==> config.mk <==
export PLATFORM = sky130hd
export DESIGN_NAME = cdc_status_error_flags
export DESIGN_NICKNAME = d
export VERILOG_FILES = /design/src/rtl/cdc_flags_pkg.sv /design/src/rtl/cdc_status_error_flags.sv /design/src/rtl/fault_report_config_reg.sv
export VERILOG_INCLUDE_DIRS = /design/src /design/src/rtl
export SDC_FILE = /design/constraint.sdc
export NUM_CORES = 1
export LEC_CHECK = 0
export BUFFER_PORTS_ARGS = -buffer_cell sky130_fd_sc_hd__clkbuf_2
export CORE_ASPECT_RATIO = 0.8
export CORE_MARGIN = 5
export CORE_UTILIZATION = 45
export DETAILED_ROUTE_END_ITERATION = 10
export PLACE_DENSITY_LB_ADDON = 0.25
export SETUP_SLACK_MARGIN = 0.15
export SYNTH_ARGS = -nofsm -noshare
export SYNTH_HDL_FRONTEND = slang
export SYNTH_HIERARCHICAL = 1
export SYNTH_SLANG_ARGS = --single-unit
==> constraint.sdc <==
create_clock -name i_core_clk -period 1.9 [get_ports i_core_clk]
set_input_delay 0 -clock i_core_clk [delete_from_list [all_inputs] [get_ports i_core_clk]]
set_output_delay 0 -clock i_core_clk [all_outputs]
set_load 0.05 [all_outputs]
==> src/rtl/cdc_flags_regs.svh <==
// Register offsets, field positions and reset values for the status and fault-report registers
`ifndef CDC_FLAGS_REGS_SVH
`define CDC_FLAGS_REGS_SVH

`define STATUS_OFFSET        8'h18
`define FAULT_CFG_OFFSET     8'h19

`define STATUS_RESET         16'h0000
`define FAULT_CFG_RESET      16'h0000

`define ST_CHAN_HI           15
`define ST_CHAN_LO           14
`define ST_WD_BIT            11
`define ST_AH_BIT            10
`define ST_AL_BIT            9
`define ST_RESULT_READY_FLAG_BIT          6
`define ST_PEND_HI           3

`define CFG_WD_WORD_BIT      13
`define CFG_AH_WORD_BIT      12
`define CFG_AL_WORD_BIT      11
`define CFG_WD_IRQ_BIT       5
`define CFG_RESULT_READY_FLAG_IRQ_BIT     0

`endif

==> src/rtl/cdc_flags_pkg.sv <==
// Types shared by the status flag block and its configuration register
package cdc_flags_pkg;

   // Status register image, bit 15 first
   typedef struct packed {
      logic [1:0] fault_source_channel;
      logic [1:0] rsv_13_12;
      logic       watchdog_timeout_flag;
      logic       amplitude_high_warning;
      logic       amplitude_low_warning;
      logic [1:0] rsv_8_7;
      logic       result_ready_flag;
      logic [1:0] rsv_5_4;
      logic [3:0] pending_result;        // Bit 3 is channel 0
   } status_t;

   // Decoded fault-report configuration bits
   typedef struct packed {
      logic timeout_to_result_word;
      logic high_amp_to_result_word;
      logic low_amp_to_result_word;
      logic timeout_to_irq_enable;
      logic ready_to_irq_enable;
   } fault_cfg_t;

   // Fault event from the conversion engine
   typedef struct packed {
      logic       wd;
      logic       ah;
      logic       al;
      logic [1:0] chan;
   } fault_evt_t;

endpackage : cdc_flags_pkg

==> src/rtl/cdc_status_error_flags.sv <==
// Status and error-flag register bank of a multi-channel capacitance converter
// Function
// Status bits 15:14 name the channel of the latest flag or error.
// Flags stay latched until status read or read of the named channel's data.
// Bit 11 records a watchdog timeout since the last status read.
// Bit 10 records an amplitude-high warning since the last status read.
// Bit 9 records an amplitude-low warning since the last status read.
// Single-channel mode: bit 6 sets on every new result.
// Sequential mode: bit 6 sets once all active channels have new results.
// Bits 3..0 show unread results, channel 0 at bit 3.
// Channels 2 and 3 exist only on four-channel variants.
// Reserved status bits read zero and ignore writes.
// Timeout-to-interrupt enable gates watchdog status bit and interrupt pin.
// Ready-to-interrupt enable gates data-ready bit and interrupt pin.
// Config bits 13..11 copy faults into the channel's result word error fields.
`timescale 1ns/1ps
`include "cdc_flags_regs.svh"

module cdc_status_error_flags
   import cdc_flags_pkg::*;
#(
   parameter int NUM_CHAN = 4
)(
   input  wire logic        i_core_clk,
   input  wire logic        i_rst_n,
   input  wire logic [7:0]  i_reg_addr,
   input  wire logic        i_reg_rd,
   input  wire logic        i_reg_wr,
   input  wire logic [15:0] i_reg_wdata,
   input  wire logic [3:0]  i_data_rd,
   input  wire logic        i_conv_done,
   input  wire logic [1:0]  i_conv_chan,
   input  wire logic        i_seq_mode,
   input  wire logic [3:0]  i_active_mask,
   input  fault_evt_t       i_fault,
   output logic      [15:0] o_reg_rdata,
   output logic      [3:0]  o_word_wd,
   output logic      [3:0]  o_word_aw,
   output logic             o_irq_out_n
);

   // Channels present on this variant; two-channel parts hide 2 and 3
   localparam logic [3:0] CHAN_PRESENT = (NUM_CHAN > 2) ? 4'hF : 4'h3;

   status_t    st_r;
   status_t    st_nxt;
   logic [3:0] seen_r;
   logic [3:0] seen_nxt;
   logic [3:0] pend_nxt;
   logic [3:0] wd_word_r;
   logic [3:0] wd_word_nxt;
   logic [3:0] aw_word_r;
   logic [3:0] aw_word_nxt;
   logic [15:0] rdata_r;
   logic [15:0] rdata_nxt;
   fault_cfg_t cfg;
   logic [15:0] cfg_rdata;
   logic       st_rd;
   logic       cfg_wr;
   logic       chan_ok;
   logic       fault_live;
   logic       wd_live;
   logic       err_data_rd;
   logic [3:0] done_vec;
   logic [3:0] seq_need;
   logic       seq_full;
   logic       result_ready_flag_set;

   fault_report_config_reg u_cfg (
      .i_core_clk (i_core_clk),
      .i_rst_n    (i_rst_n),
      .i_wr       (cfg_wr),
      .i_wdata    (i_reg_wdata),
      .o_cfg      (cfg),
      .o_rdata    (cfg_rdata)
   );

   // Access decode; status is read-only so writes there are dropped
   assign st_rd  = i_reg_rd && (i_reg_addr == `STATUS_OFFSET);
   assign cfg_wr = i_reg_wr && (i_reg_addr == `FAULT_CFG_OFFSET);

   // Event qualification; events from absent channels are ignored
   assign chan_ok    = CHAN_PRESENT[i_fault.chan];
   assign wd_live    = i_fault.wd && cfg.timeout_to_irq_enable && chan_ok;
   assign fault_live = (wd_live || i_fault.ah || i_fault.al) && chan_ok;
   assign err_data_rd = i_data_rd[st_r.fault_source_channel];

   // One-hot result completion, restricted to present channels
   always_comb begin
      done_vec = 4'h0;
      if (i_conv_done && CHAN_PRESENT[i_conv_chan]) begin
         done_vec[i_conv_chan] = 1'b1;
      end
   end

   // Sequence completes once every active channel has reported
   assign seq_need = i_active_mask & CHAN_PRESENT;
   assign seq_full = ((seen_r | done_vec) & seq_need) == seq_need;
   assign result_ready_flag_set = cfg.ready_to_irq_enable && (|done_vec) &&
                     (!i_seq_mode || seq_full);

   // Status next state; an arriving event wins over a read clear
   always_comb begin
      st_nxt = st_r;
      seen_nxt = seen_r;
      if (st_rd || err_data_rd) begin
         st_nxt.watchdog_timeout_flag  = 1'b0;
         st_nxt.amplitude_high_warning = 1'b0;
         st_nxt.amplitude_low_warning  = 1'b0;
      end
      if (st_rd) begin
         st_nxt.result_ready_flag = 1'b0;
      end
      if (fault_live) begin
         st_nxt.fault_source_channel = i_fault.chan;
      end
      if (wd_live) begin
         st_nxt.watchdog_timeout_flag = 1'b1;
      end
      if (i_fault.ah && chan_ok) begin
         st_nxt.amplitude_high_warning = 1'b1;
      end
      if (i_fault.al && chan_ok) begin
         st_nxt.amplitude_low_warning = 1'b1;
      end
      if (result_ready_flag_set) begin
         st_nxt.result_ready_flag = 1'b1;
      end
      // Sequence tracking restarts when the set is complete or mode leaves
      if (!i_seq_mode || (|done_vec && seq_full)) begin
         seen_nxt = 4'h0;
      end else begin
         seen_nxt = seen_r | done_vec;
      end
      st_nxt.pending_result = pend_nxt;
      st_nxt.rsv_13_12 = 2'h0;
      st_nxt.rsv_8_7   = 2'h0;
      st_nxt.rsv_5_4   = 2'h0;
   end

   // Per-channel pending and result-word error bits; set beats clear
   // Kept in their own nets so the status process stays the only writer of st_nxt
   for (genvar c = 0; c < 4; c++) begin : g_chan
      assign pend_nxt[3 - c] = CHAN_PRESENT[c] &&
         (done_vec[c] || (st_r.pending_result[3 - c] && !i_data_rd[c]));
      assign wd_word_nxt[c] = CHAN_PRESENT[c] &&
         ((i_fault.wd && cfg.timeout_to_result_word && i_fault.chan == 2'(c)) ||
          (wd_word_r[c] && !i_data_rd[c]));
      assign aw_word_nxt[c] = CHAN_PRESENT[c] &&
         ((((i_fault.ah && cfg.high_amp_to_result_word) ||
            (i_fault.al && cfg.low_amp_to_result_word)) && i_fault.chan == 2'(c)) ||
          (aw_word_r[c] && !i_data_rd[c]));
   end

   // Read data captured before the read clear takes effect
   always_comb begin
      rdata_nxt = rdata_r;
      if (i_reg_rd) begin
         unique case (i_reg_addr)
            `STATUS_OFFSET:    rdata_nxt = st_r;
            `FAULT_CFG_OFFSET: rdata_nxt = cfg_rdata;
            default:           rdata_nxt = 16'h0000;
         endcase
      end
   end

   always_ff @(posedge i_core_clk) begin
      if (!i_rst_n) begin
         st_r      <= status_t'(`STATUS_RESET);
         seen_r    <= 4'h0;
         wd_word_r <= 4'h0;
         aw_word_r <= 4'h0;
         rdata_r   <= 16'h0000;
      end else begin
         st_r      <= st_nxt;
         seen_r    <= seen_nxt;
         wd_word_r <= wd_word_nxt;
         aw_word_r <= aw_word_nxt;
         rdata_r   <= rdata_nxt;
      end
   end

   // Pin pulled low while a reportable flag is latched
   assign o_irq_out_n = !(st_r.watchdog_timeout_flag || st_r.result_ready_flag);
   assign o_reg_rdata = rdata_r;
   assign o_word_wd   = wd_word_r;
   assign o_word_aw   = aw_word_r;
endmodule : cdc_status_error_flags

==> src/rtl/fault_report_config_reg.sv <==
// Fault-report configuration register with reserved bits held at zero
`timescale 1ns/1ps
`include "cdc_flags_regs.svh"

module fault_report_config_reg
   import cdc_flags_pkg::*;
(
   input  wire logic        i_core_clk,
   input  wire logic        i_rst_n,
   input  wire logic        i_wr,
   input  wire logic [15:0] i_wdata,
   output fault_cfg_t       o_cfg,
   output logic      [15:0] o_rdata
);

   fault_cfg_t cfg_r;
   fault_cfg_t cfg_nxt;

   // Only documented bits are stored; reserved writes are dropped
   always_comb begin
      cfg_nxt = cfg_r;
      if (i_wr) begin
         cfg_nxt.timeout_to_result_word  = i_wdata[`CFG_WD_WORD_BIT];
         cfg_nxt.high_amp_to_result_word = i_wdata[`CFG_AH_WORD_BIT];
         cfg_nxt.low_amp_to_result_word  = i_wdata[`CFG_AL_WORD_BIT];
         cfg_nxt.timeout_to_irq_enable   = i_wdata[`CFG_WD_IRQ_BIT];
         cfg_nxt.ready_to_irq_enable     = i_wdata[`CFG_RESULT_READY_FLAG_IRQ_BIT];
      end
   end

   always_ff @(posedge i_core_clk) begin
      if (!i_rst_n) begin
         cfg_r <= fault_cfg_t'(5'h00);
      end else begin
         cfg_r <= cfg_nxt;
      end
   end

   // Read image rebuilt from the stored bits
   always_comb begin
      o_rdata                      = `FAULT_CFG_RESET;
      o_rdata[`CFG_WD_WORD_BIT]    = cfg_r.timeout_to_result_word;
      o_rdata[`CFG_AH_WORD_BIT]    = cfg_r.high_amp_to_result_word;
      o_rdata[`CFG_AL_WORD_BIT]    = cfg_r.low_amp_to_result_word;
      o_rdata[`CFG_WD_IRQ_BIT]     = cfg_r.timeout_to_irq_enable;
      o_rdata[`CFG_RESULT_READY_FLAG_IRQ_BIT]   = cfg_r.ready_to_irq_enable;
   end

   assign o_cfg = cfg_r;

endmodule : fault_report_config_reg

==> results of run 1 <==
## worst min path at each step
stage                        start                     to
global route        i_conv_chan[1]     st_r[0]$_SDFF_PN0_
detailed placement      i_seq_mode   st_r[6]$_SDFFE_PN0P_
global placement        i_seq_mode   st_r[6]$_SDFFE_PN0P_
CTS                 i_conv_chan[1]     st_r[0]$_SDFF_PN0_
finish              i_conv_chan[1]     st_r[0]$_SDFF_PN0_
floorplan               i_fault[3]  st_r[10]$_SDFFE_PN0P_
## sequential cells by signal, summed over array words and instances (netlist names)
name	count
o_word_aw	4
o_word_wd	4
seen_r	4
o_reg_rdata	16
u_cfg/o_cfg	5
st_r	10
## area by class of cell
| cell class | instances | area (um2) | area share |
|---|---|---|---|
| Multi-Input combinational cell | 133 | 909.6 | 0.3767 |
| Sequential cell | 43 | 860.8 | 0.3565 |
| Timing Repair Buffer | 73 | 427.9 | 0.1772 |
| Clock buffer | 8 | 100.1 | 0.04145 |
| Tap cell | 57 | 71.32 | 0.02953 |
| Inverter | 12 | 45.04 | 0.01865 |
## what timing repair did
item	CTS	global route
setup endpoints to repair	0	4
endpoints found under the hold margin	10	0
hold buffers	10	0
resized for setup	0	1
## through the flow
step	total power [mW]	setup slack (ns)	hold slack (ns)	util
CTS	1.704	0.2415	0.007965	0.5768
finish	1.684	0.3440	0.02092	0.5780
global placement	1.067	0.3888	0.2401	0.5289
detailed placement	1.069	0.3672	0.2431	0.5289
global route	1.763	0.2491	0.02742	0.5780
floorplan	1.019	0.5421	0.1086	-
## routing by layer
metal,GRT usage,wire (um)
met2,0.2520,1866
met1,0.2243,2146
met5,0,0
met4,0.06327,46
met3,0.04632,213
## cell families (layout without fill, tap and decap cells)
kind of cell,Yosys count,in the layout,share of synthesized area
other,1,11,0.001935
AO/OA/AOI/OAI,48,48,0.1859
AND/OR/NAND/NOR,66,66,0.2117
flip-flops,43,43,0.4442
buffers and inverters,35,93,0.1085
multiplexers,8,8,0.04777
## power by group through the flow
stage	clock network [mW]	logic (mW)	registers [mW]
global placement	0	0.127	0.940
detailed placement	0	0.128	0.941
floorplan	0	0.0804	0.939
CTS	0.640	0.145	0.919
global route	0.680	0.163	0.921
finish	0.619	0.146	0.919
## worst max-delay path, cell delays in order
cell and delay [ns]:
dlygate4sd3_1 0.54, clkbuf_2 0.14, nor3b_2 0.25, nor3b_1 0.11
a2111oi_2 0.57, nor3_1 0.10
## layout by cell type, fill, tap and decap left out, types with 2 or more instances in the layout
master         synthesis  final
clkbuf_2               0     58
dfxtp_1               43     43
nor2b_1               17     17
inv_1                 12     12
nand2_1               12     12
conb_1                 1     11
a21o_1                10     10
dlygate4sd3_1          0     10
and2_1                 9      9
a22o_1                 7      7
mux2i_1                7      7
a22oi_1                7      7
clkbuf_8               0      7
o22ai_1                6      6
nor3_1                 5      5
buf_4                 17      5
nor2_1                 4      4
nand3_1                4      4
nand2b_1               4      4
o21a_1                 3      3
o21ai_0                3      3
o21ai_1                3      3
and3b_1                2      2
o32ai_1                2      2
==> impl_metrics.env, run 1 <==
export IMPL_r2r_slack_ns=0.60
export IMPL_p_comb_frac=0.086
export IMPL_syn_area_mm2=0.001938
export IMPL_first_iter_violations=73
export IMPL_fin_nets=313
export IMPL_io_pins=70
export IMPL_p_sw_frac=0.2189
export IMPL_dieArea_mm2=0.005728
export IMPL_synth_warnings=6
export IMPL_place_area_mm2=0.002210
export IMPL_finClkSkew_ns=0.007000
export IMPL_yosys_top_cells_area="dfxtp_1 44%, buf_4 6.6%, nor2b_1 5.5%, a21o_1 3.9%, mux2i_1 3.6%"
export IMPL_grt_pass1_wl_mm=7.486
export IMPL_die_h_um=68.70
export IMPL_grt_usage=0.1653
export IMPL_power_switching_mw=0.3686
export IMPL_cp_required_ns=2.06
export IMPL_routed_via_density=4.837
export IMPL_hold_path_class="input pin to flip-flop"
export IMPL_synth_top_cells_by_count="43 x dfxtp_1, 17 x buf_4, 17 x nor2b_1, 12 x inv_1, 12 x nand2_1"
export IMPL_port_buffers=58
export IMPL_final_cell_count_no_fill=326
export IMPL_ys_flop_type="dfxtp_1"
export IMPL_finalWirelength_mm=4.272
export IMPL_hold_viol=0
export IMPL_drv_slew=0
export IMPL_core_area_mm2=0.004178
export IMPL_grt_max_degree=24
export IMPL_num_rows=21
export IMPL_timing_rr_end="seen_r[2]$_SDFF_PP0_"
export IMPL_grt_pass1_vias=1539
export IMPL_fillers=385
export IMPL_firstDrtPassIters=4
export IMPL_synth_area_per_cell_um2=9.642
export IMPL_drv_cap=0
export IMPL_yosys_cell_count_top_type="dfxtp_1"
export IMPL_layout_drive_gt1_share=0.2900
export IMPL_async_reset_ff_frac=0
export IMPL_synth_top_area_cell="dfxtp_1"
export IMPL_cts_max_level=2
export IMPL_synth_edf_count=0
export IMPL_clk_pin_slew_ns=0.08
export IMPL_cts_max_path_buffers=2
export IMPL_die_x_um=83.38
export IMPL_cp_start_kind="input pin"
export IMPL_cts_tree="done"
export IMPL_arrival_ns=1.71
export IMPL_fin_crit_ns=1.556
export IMPL_slew_headroom=0.6285
export IMPL_dp_cells=308
export IMPL_setup_violations=0
export IMPL_finalInstanceArea_mm2=0.002415
export IMPL_yosysSeqAreaShare=0.4442
export IMPL_antenna_left=0
export IMPL_post_cts_buffers=0
export IMPL_criticalPathCategory="input pin to flip-flop"
export IMPL_reg2reg_from="seen_r[3]$_SDFF_PP0_"
export IMPL_ys_ff_latch=43
export IMPL_critPathCapture="seen_r[2]$_SDFF_PP0_"
export IMPL_leakagePower_nw=1.096
export IMPL_place_hpwl_mm=3.310
export IMPL_fin_crit_sh=0.8189
export IMPL_crit_start="i_conv_chan[0]"
export IMPL_routabilityCongestion=0.7305
export IMPL_synth_top_area_frac=0.4442
export IMPL_cts_made_buffers=5
export IMPL_via_count=1577
export IMPL_status="finished, final reports clean"
export IMPL_cts_root_buf="clkbuf_8"
export IMPL_ir_drop_v=0.0004629
export IMPL_tightest_slew_ns=0.5562
export IMPL_clock_sinks=43
export IMPL_fin_tns_setup_ns=0
export IMPL_netlist_instances=201
export IMPL_critPathCaptureType="flip-flop"
export IMPL_pwr_share_seq=0.546
export IMPL_clock_latency_ns=0.29
export IMPL_antenna_found_initial=0
export IMPL_crit_path_max_fanout=5
export IMPL_area_delta_synth_final_pct=24.60
export IMPL_insertedDiodeCount=0
export IMPL_rsz0062_at_grt="false"
export IMPL_worstRegToRegCells=4
export IMPL_internal_power_mw=1.315
export IMPL_cellPowerDensity_mw_per_mm2=697.4
export IMPL_fmax_ghz=0.6427
export IMPL_hold_depth=3
export IMPL_route_detailed_drc=0
export IMPL_initial_core_util=0.4639
export IMPL_yosys_cell_types_count=39
export IMPL_grt_ovfl_total=0
export IMPL_wl_per_cell_um=13.10
export IMPL_pwr_share_clk=0.368
Power figures use the tool's default switching activity.
==> run 2: changes to the inputs <==
--- a/config.mk
+++ b/config.mk
@@ -6,6 +6,7 @@
 export SDC_FILE = /design/constraint.sdc
 export NUM_CORES = 1
 export LEC_CHECK = 0
+export ABC_AREA = 1
 export BUFFER_PORTS_ARGS = -buffer_cell sky130_fd_sc_hd__clkbuf_2
 export CORE_ASPECT_RATIO = 0.8
 export CORE_MARGIN = 5
==> constraint.sdc (replaced) <==
create_clock -name i_core_clk -period 1.6 [get_ports i_core_clk]
set_input_delay 0 -clock i_core_clk [delete_from_list [all_inputs] [get_ports i_core_clk]]
set_output_delay 0 -clock i_core_clk [all_outputs]
set_load 0.05 [all_outputs]
==> run 2 against run 1 <==
The run now ends with hold timing left. Core utilization decreased by 1.2 points. Sequential cell count unchanged. Clock power increased by 23%. Setup slack improved by 0.20 ns. Cell area decreased by 0.16%. First-iteration DRC count increased by 89%. Area after synthesis increased by 3.4%. Largest power group unchanged. Highest routed layer unchanged.
==> impl_metrics.env, run 2 <==
export IMPL_status="finished, violations left"
export IMPL_failed_checks="hold timing"
export IMPL_cts_max_path_buffers=2
export IMPL_area_delta_synth_final_pct=20.36
export IMPL_drv_cap=0
export IMPL_criticalPathCategory="flip-flop to primary output"
export IMPL_clock_sinks=43
export IMPL_cts_tree="done"
export IMPL_holdWs_ns=-0.007380
export IMPL_antenna_left=0
export IMPL_routabilityCongestion=0.8309
export IMPL_ir_drop_v=0.0005383
export IMPL_synth_top_area_cell="dfxtp_1"
export IMPL_post_cts_buffers=0
export IMPL_insertedDiodeCount=0
export IMPL_grt_pass1_vias=1836
export IMPL_io_pins=70
export IMPL_fin_nets=387
export IMPL_firstDrtPassIters=4
export IMPL_pwr_share_clk=0.365
export IMPL_hold_buffers=7
export IMPL_seqCellArea_um2=860.8
export IMPL_grt_met2_usage=0.2580
export IMPL_critPathMaxStageDelay_ns=0.34
export IMPL_r2r_slack_ns=0.61
export IMPL_setup_violations=0
export IMPL_async_reset_ff_frac=0
export IMPL_hold_viol=1
export IMPL_num_rows=21
export IMPL_fillers=428
export IMPL_wl_per_cell_um=11.55
export IMPL_arrival_ns=1.05
export IMPL_initial_core_util=0.4706
export IMPL_synth_warnings=6
export IMPL_yosys_top_cells_area="dfxtp_1 43%, nand3_1 12%, nand2_1 11%, inv_1 6.9%, buf_4 6.4%"
export IMPL_largest_reg_flops=16
export IMPL_use_met1=0.2189
export IMPL_timing_rr_end="seen_r[1]$_SDFF_PP0_"
export IMPL_crit_path_max_fanout=3
export IMPL_cts_max_level=2
export IMPL_clk_pin_slew_ns=0.08
export IMPL_finalWirelength_mm=4.618
export IMPL_pwr_share_seq=0.531
export IMPL_yosysSeqAreaShare=0.4297
export IMPL_grt_ovfl_total=0
export IMPL_post_route_util=0.5664
export IMPL_cts_root_buf="clkbuf_8"
export IMPL_power_switching_mw=0.5138
export IMPL_fin_crit_sh=0.6570
export IMPL_grt_max_degree=23
export IMPL_synth_area_per_cell_um2=7.103
export IMPL_synth_top_area_frac=0.4297
export IMPL_layout_commonest_cell="nand2_1"
export IMPL_cp_required_ns=1.60
export IMPL_synth_edf_count=0
export IMPL_multi_input_area_um2=842.1
export IMPL_path_cells="nor2_1 > clkbuf_2"
export IMPL_clock_latency_ns=0.29
export IMPL_drv_slew=0
export IMPL_grt_usage=0.1630
export IMPL_first_iter_violations=138
export IMPL_leakagePower_nw=1.221
export IMPL_place_hpwl_mm=3.516
export IMPL_p_sw_frac=0.2472
export IMPL_die_x_um=84.60
export IMPL_core_area_mm2=0.004257
export IMPL_mostFrequentLayoutCells="61 x nand2_1, 58 x clkbuf_2, 49 x nand3_1"
export IMPL_ys_flop_type="dfxtp_1"
export IMPL_grt_pass1_wl_mm=8.017
export IMPL_worstRegToRegCells=7
export IMPL_cpMaxStageDelayCell="dfxtp_1"
export IMPL_fin_tns_setup_ns=0
export IMPL_syn_area_mm2=0.002003
export IMPL_internal_power_mw=1.564
export IMPL_via_count=1865
export IMPL_fmax_ghz=0.9513
export IMPL_crit_start="st_r[6]$_SDFFE_PN0P_"
export IMPL_ctsResizeCount=0
export IMPL_hold_path_class="input pin to flip-flop"
export IMPL_cellPowerDensity_mw_per_mm2=861.8
export IMPL_finClkSkew_ns=0.004418
export IMPL_rsz0062_at_grt="false"
export IMPL_die_h_um=69.68
export IMPL_yosys_cell_types_count=21
export IMPL_busiest_layer="met2"
export IMPL_layout_drive_gt1_share=0.2099
export IMPL_reg2reg_from="seen_r[2]$_SDFF_PP0_"
export IMPL_met3_usage=0.04632
export IMPL_synth_top_cells_by_count="61 x nand2_1, 49 x nand3_1, 43 x dfxtp_1, 37 x inv_1, 24 x a21oi_1"
export IMPL_critPathCaptureType="primary output"
export IMPL_netlist_instances=282
export IMPL_yosys_cell_count_top_type="nand2_1"
export IMPL_cp_start_kind="flip-flop"
export IMPL_p_comb_frac=0.104
export IMPL_fin_crit_ns=1.051
export IMPL_dieArea_mm2=0.005894
export IMPL_totalPowerFinal_mw=2.078
export IMPL_critPathCapture="o_irq_out_n"
export IMPL_antenna_found_initial=0
export IMPL_port_buffers=58
export IMPL_ys_ff_latch=43
export IMPL_route_detailed_drc=0
export IMPL_cts_made_buffers=5
export IMPL_routed_via_density=4.663
## run 2: final cells by class
class | count | share of cell area
clock buffer | 8 | 0.04152
inverter | 37 | 0.05760
multi-input combinational | 185 | 0.3492
sequential | 43 | 0.3570
tap | 57 | 0.02958
timing repair buffer | 70 | 0.1650
## run 2: kinds of logic after synthesis
| logic type | count (synthesis) | share of synthesized area |
|---|---|---|
| buffers and inverters | 64 | 0.1686 |
| DFF | 43 | 0.4297 |
| and+or+nand+nor | 135 | 0.2961 |
| AOI/OAI and AO/OA | 39 | 0.1037 |
| other | 1 | 0.001872 |
## run 2: critical path, delay by kind of cell, from the launching register on
family | cells | cell delay [ns]
flops | 1 | 0.34
simple gates | 1 | 0.13
buf+inv | 1 | 0.29
## run 2: metrics by stage
step / setup WS [ns] / std cells / instance area (um2)
6_report: 0.5488 / 400 / 2411
5_1_grt: 0.4523 / 400 / 2411
4_1_cts: 0.5278 / 400 / 2411
3_5_place_dp: 0.3667 / 385 / 2241
3_3_place_gp: 0.4065 / 385 / 2241
2_1_floorplan: 0.5477 / 292 / 2041
## run 2: worst min-delay path by stage
| stage | to | cells after the start | startpoint | slack (ns) |
|---|---|---|---|---|
| 2_1_floorplan | u_cfg/o_cfg[0]$_SDFFE_PN0P_ | 2 | i_rst_n | 0.12 |
| 3_3_place_gp | st_r[10]$_SDFFE_PN0P_ | 3 | i_fault[3] | 0.28 |
| 3_5_place_dp | st_r[9]$_SDFFE_PN0P_ | 3 | i_fault[2] | 0.28 |
| 4_1_cts | st_r[11]$_SDFFE_PN0P_ | 3 | i_fault[4] | 0.0007 |
| 5_1_grt | o_word_wd[2]$_SDFF_PN0_ | 3 | i_fault[1] | 0.03 |
| 6_report | st_r[11]$_SDFFE_PN0P_ | 3 | i_fault[4] | -0.007 |
## run 2: power by group through the flow
stage / clock [mW] / combinational, mW / sequential, mW
2_1_floorplan: 0 / 0.120 / 1.15
3_3_place_gp: 0 / 0.200 / 1.13
3_5_place_dp: 0 / 0.203 / 1.13
4_1_cts: 0.774 / 0.217 / 1.10
5_1_grt: 0.825 / 0.242 / 1.11
6_report: 0.759 / 0.216 / 1.10
## run 2: per-layer routing
metal / up-vias / part of all wire
li1: 994 / -
met1: 812 / 0.49
met2: 54 / 0.43
met3: 5 / 0.074
met4: 0 / 0.0082
met5: - / 0
==> run 3: changes to the inputs <==
--- a/config.mk
+++ b/config.mk
@@ -6,11 +6,11 @@
 export SDC_FILE = /design/constraint.sdc
 export NUM_CORES = 1
 export LEC_CHECK = 0
-export ABC_AREA = 1
+export ABC_AREA = 0
 export BUFFER_PORTS_ARGS = -buffer_cell sky130_fd_sc_hd__clkbuf_2
 export CORE_ASPECT_RATIO = 0.8
 export CORE_MARGIN = 5
-export CORE_UTILIZATION = 45
+export CORE_UTILIZATION = 44
 export DETAILED_ROUTE_END_ITERATION = 10
 export PLACE_DENSITY_LB_ADDON = 0.25
 export SETUP_SLACK_MARGIN = 0.15
==> constraint.sdc (replaced) <==
create_clock -name i_core_clk -period 0.95 [get_ports i_core_clk]
set_input_delay 0 -clock i_core_clk [delete_from_list [all_inputs] [get_ports i_core_clk]]
set_output_delay 0 -clock i_core_clk [all_outputs]
set_load 0.05 [all_outputs]
==> run 3 against run 2 <==
Combinational power up 79%. Clock skew is 0.0038 ns higher. Sequential cell count unchanged. Non-clock buffer count grew 29. The flow finishes with violations (setup timing). Sequential share of layout area fell by 6.9 points. Sequential power increased by 65%. Die area down 0.92%. Cell area grew 32%. Wire length up 12%. Setup slack got worse by 0.79 ns. Clock power rose by 95%. Clock-buffer cell count shrank 2. Largest cell class is now multi-input combinational cells.
==> impl_metrics.env, run 3 (synthesized netlist as in run 1, its figures left out) <==
export IMPL_status="finished, violations left"
export IMPL_failed_checks="setup timing"
export IMPL_pwr_share_seq=0.493
export IMPL_antenna_left=0
export IMPL_setup_violations=32
export IMPL_wl_per_cell_um=14.68
export IMPL_cts_made_buffers=5
export IMPL_core_area_mm2=0.004230
export IMPL_first_iter_violations=70
export IMPL_num_rows=21
export IMPL_fin_tns_setup_ns=-4.089
export IMPL_layout_commonest_cell="clkbuf_2"
export IMPL_cts_root_buf="clkbuf_8"
export IMPL_met1Wirelength_mm=2.363
export IMPL_totalPowerFinal_mw=3.687
export IMPL_mostFrequentLayoutCells="33 x clkbuf_2, 32 x buf_4, 26 x dfxtp_2"
export IMPL_grt_pass1_wl_mm=8.556
export IMPL_finClkSkew_ns=0.008258
export IMPL_port_buffers=58
export IMPL_critPathTopFamily="simple AND/OR/NAND/NOR gates"
export IMPL_cts_max_path_buffers=2
export IMPL_drv_slew=0
export IMPL_place_hpwl_mm=3.549
export IMPL_insertedDiodeCount=0
export IMPL_clock_sinks=43
export IMPL_die_h_um=69.36
export IMPL_arrival_ns=1.43
export IMPL_route_detailed_drc=0
export IMPL_finalWirelength_mm=5.167
export IMPL_power_switching_mw=0.8356
export IMPL_setup_slack_ns=-0.2408
export IMPL_fmax_ghz=0.8398
export IMPL_routed_via_density=4.889
export IMPL_initial_core_util=0.4581
export IMPL_pwr_share_clk=0.403
export IMPL_slew_headroom=0.5590
export IMPL_fillers=272
export IMPL_criticalPathCategory="input pin to flip-flop"
export IMPL_drv_cap=0
export IMPL_grt_usage=0.1821
export IMPL_largest_reg_flops=16
export IMPL_grt_pass1_vias=1792
export IMPL_p_comb_frac=0.105
export IMPL_cts_tree="done"
export IMPL_cpMaxStageDelayCell="or4b_4"
export IMPL_clock_latency_ns=0.30
export IMPL_path_cells="clkbuf_2 > or4b_4 > or4_4 > o21ai_1 > a21o_1"
export IMPL_tightest_slew_ns=0.6601
export IMPL_wl_met3_um=317
export IMPL_hold_path_class="input pin to flip-flop"
export IMPL_cellPowerDensity_mw_per_mm2=1155
export IMPL_wl_met2_mm=2.397
export IMPL_antenna_found_initial=0
export IMPL_cp_buffers_inverters=1
export IMPL_fin_nets=339
export IMPL_crit_path_max_fanout=5
export IMPL_die_x_um=84.20
export IMPL_io_pins=70
export IMPL_via_count=1721
export IMPL_cp_start_kind="input pin"
export IMPL_rsz0062_at_grt="true"
export IMPL_top_layer="met4"
export IMPL_firstDrtPassIters=4
export IMPL_p_sw_frac=0.2266
export IMPL_critPathMaxStageDelay_ns=0.55
export IMPL_dieArea_mm2=0.005840
export IMPL_cp_required_ns=1.19
export IMPL_critPathCaptureType="flip-flop"
export IMPL_internal_power_mw=2.851
export IMPL_ir_drop_v=0.0007808
export IMPL_area_delta_synth_final_pct=64.75
export IMPL_routabilityCongestion=0.8228
export IMPL_fin_crit_sh=1.253
export IMPL_leakagePower_nw=1.398
export IMPL_hold_viol=0
export IMPL_grt_max_degree=17
export IMPL_layout_drive_gt1_share=0.5390
export IMPL_fin_crit_ns=1.191
export IMPL_grt_ovfl_total=0
export IMPL_clk_pin_slew_ns=0.09
export IMPL_cts_max_level=2
## run 3: final timing paths
check / from / to / slack (ns) / cells past startpoint
worst min register to register: st_r[0]$_SDFF_PN0_ / st_r[0]$_SDFF_PN0_ / 0.50 / 2
worst max-delay path: i_reg_addr[7] / o_reg_rdata[11]$_SDFFE_PN0P_ / -0.24 / 5
worst min-delay path: i_conv_chan[0] / st_r[0]$_SDFF_PN0_ / 0.04 / 3
worst max register to register: st_r[14]$_SDFFE_PN0P_ / st_r[11]$_SDFFE_PN0P_ / -0.23 / 4
## run 3: worst reg2reg max path, delay by kind of cell, from the launching register on
family / cells / cell delay, ns
compound gates: 1 / 0.11
buf+inv: 1 / 0.07
flops: 1 / 0.35
mux: 1 / 0.51
simple gates: 1 / 0.06
## run 3: cell type report
type	instances	area [um2]	share of cell area
clock buffer	6	82.58	0.02586
clock inverter	2	35.03	0.01097
inverter	12	45.04	0.01411
multi-input combinational	133	1027	0.3217
sequential	43	919.6	0.2880
tap	57	71.32	0.02234
timing repair buffer	99	1012	0.3170
## run 3: repair_timing
action                                 in CTS  in global routing
buffers inserted                            3                  2
endpoints found under the hold margin       8                  0
gates resized for setup                    88                 26
setup endpoints to repair                  61                 58
hold buffers                                8                  0
pin swaps                                  10                  9
gates cloned                                0                  0
## run 3: power groups by stage
stage	logic (mW)	registers, mW	clock network [mW]
floorplan	0.173	1.86	0
global placement	0.325	1.86	0
detailed placement	0.327	1.86	0
CTS	0.369	1.82	1.51
global route	0.423	1.82	1.57
finish	0.386	1.82	1.48
## run 3: metal layers
layer | track usage | vias up
met5 | 0 | -
met4 | 0.04643 | 0
met3 | 0.05107 | 9
met2 | 0.2933 | 48
met1 | 0.2398 | 794
li1 | - | 870
## run 3: per-stage QoR
step           instance area (um2)  hold WS [ns]  setup slack, ns    util  instances
3_3_place_gp                  2461        0.2605          -0.5040  0.5818        331
4_1_cts                       3107       0.02420          -0.2060  0.7344        350
5_1_grt                       3193       0.07983          -0.2954  0.7548        352
3_5_place_dp                  2461        0.2587          -0.5201  0.5818        331
6_report                      3193       0.03949          -0.2408  0.7548        352
2_1_floorplan                 2064        0.1086          -0.4079       -        211
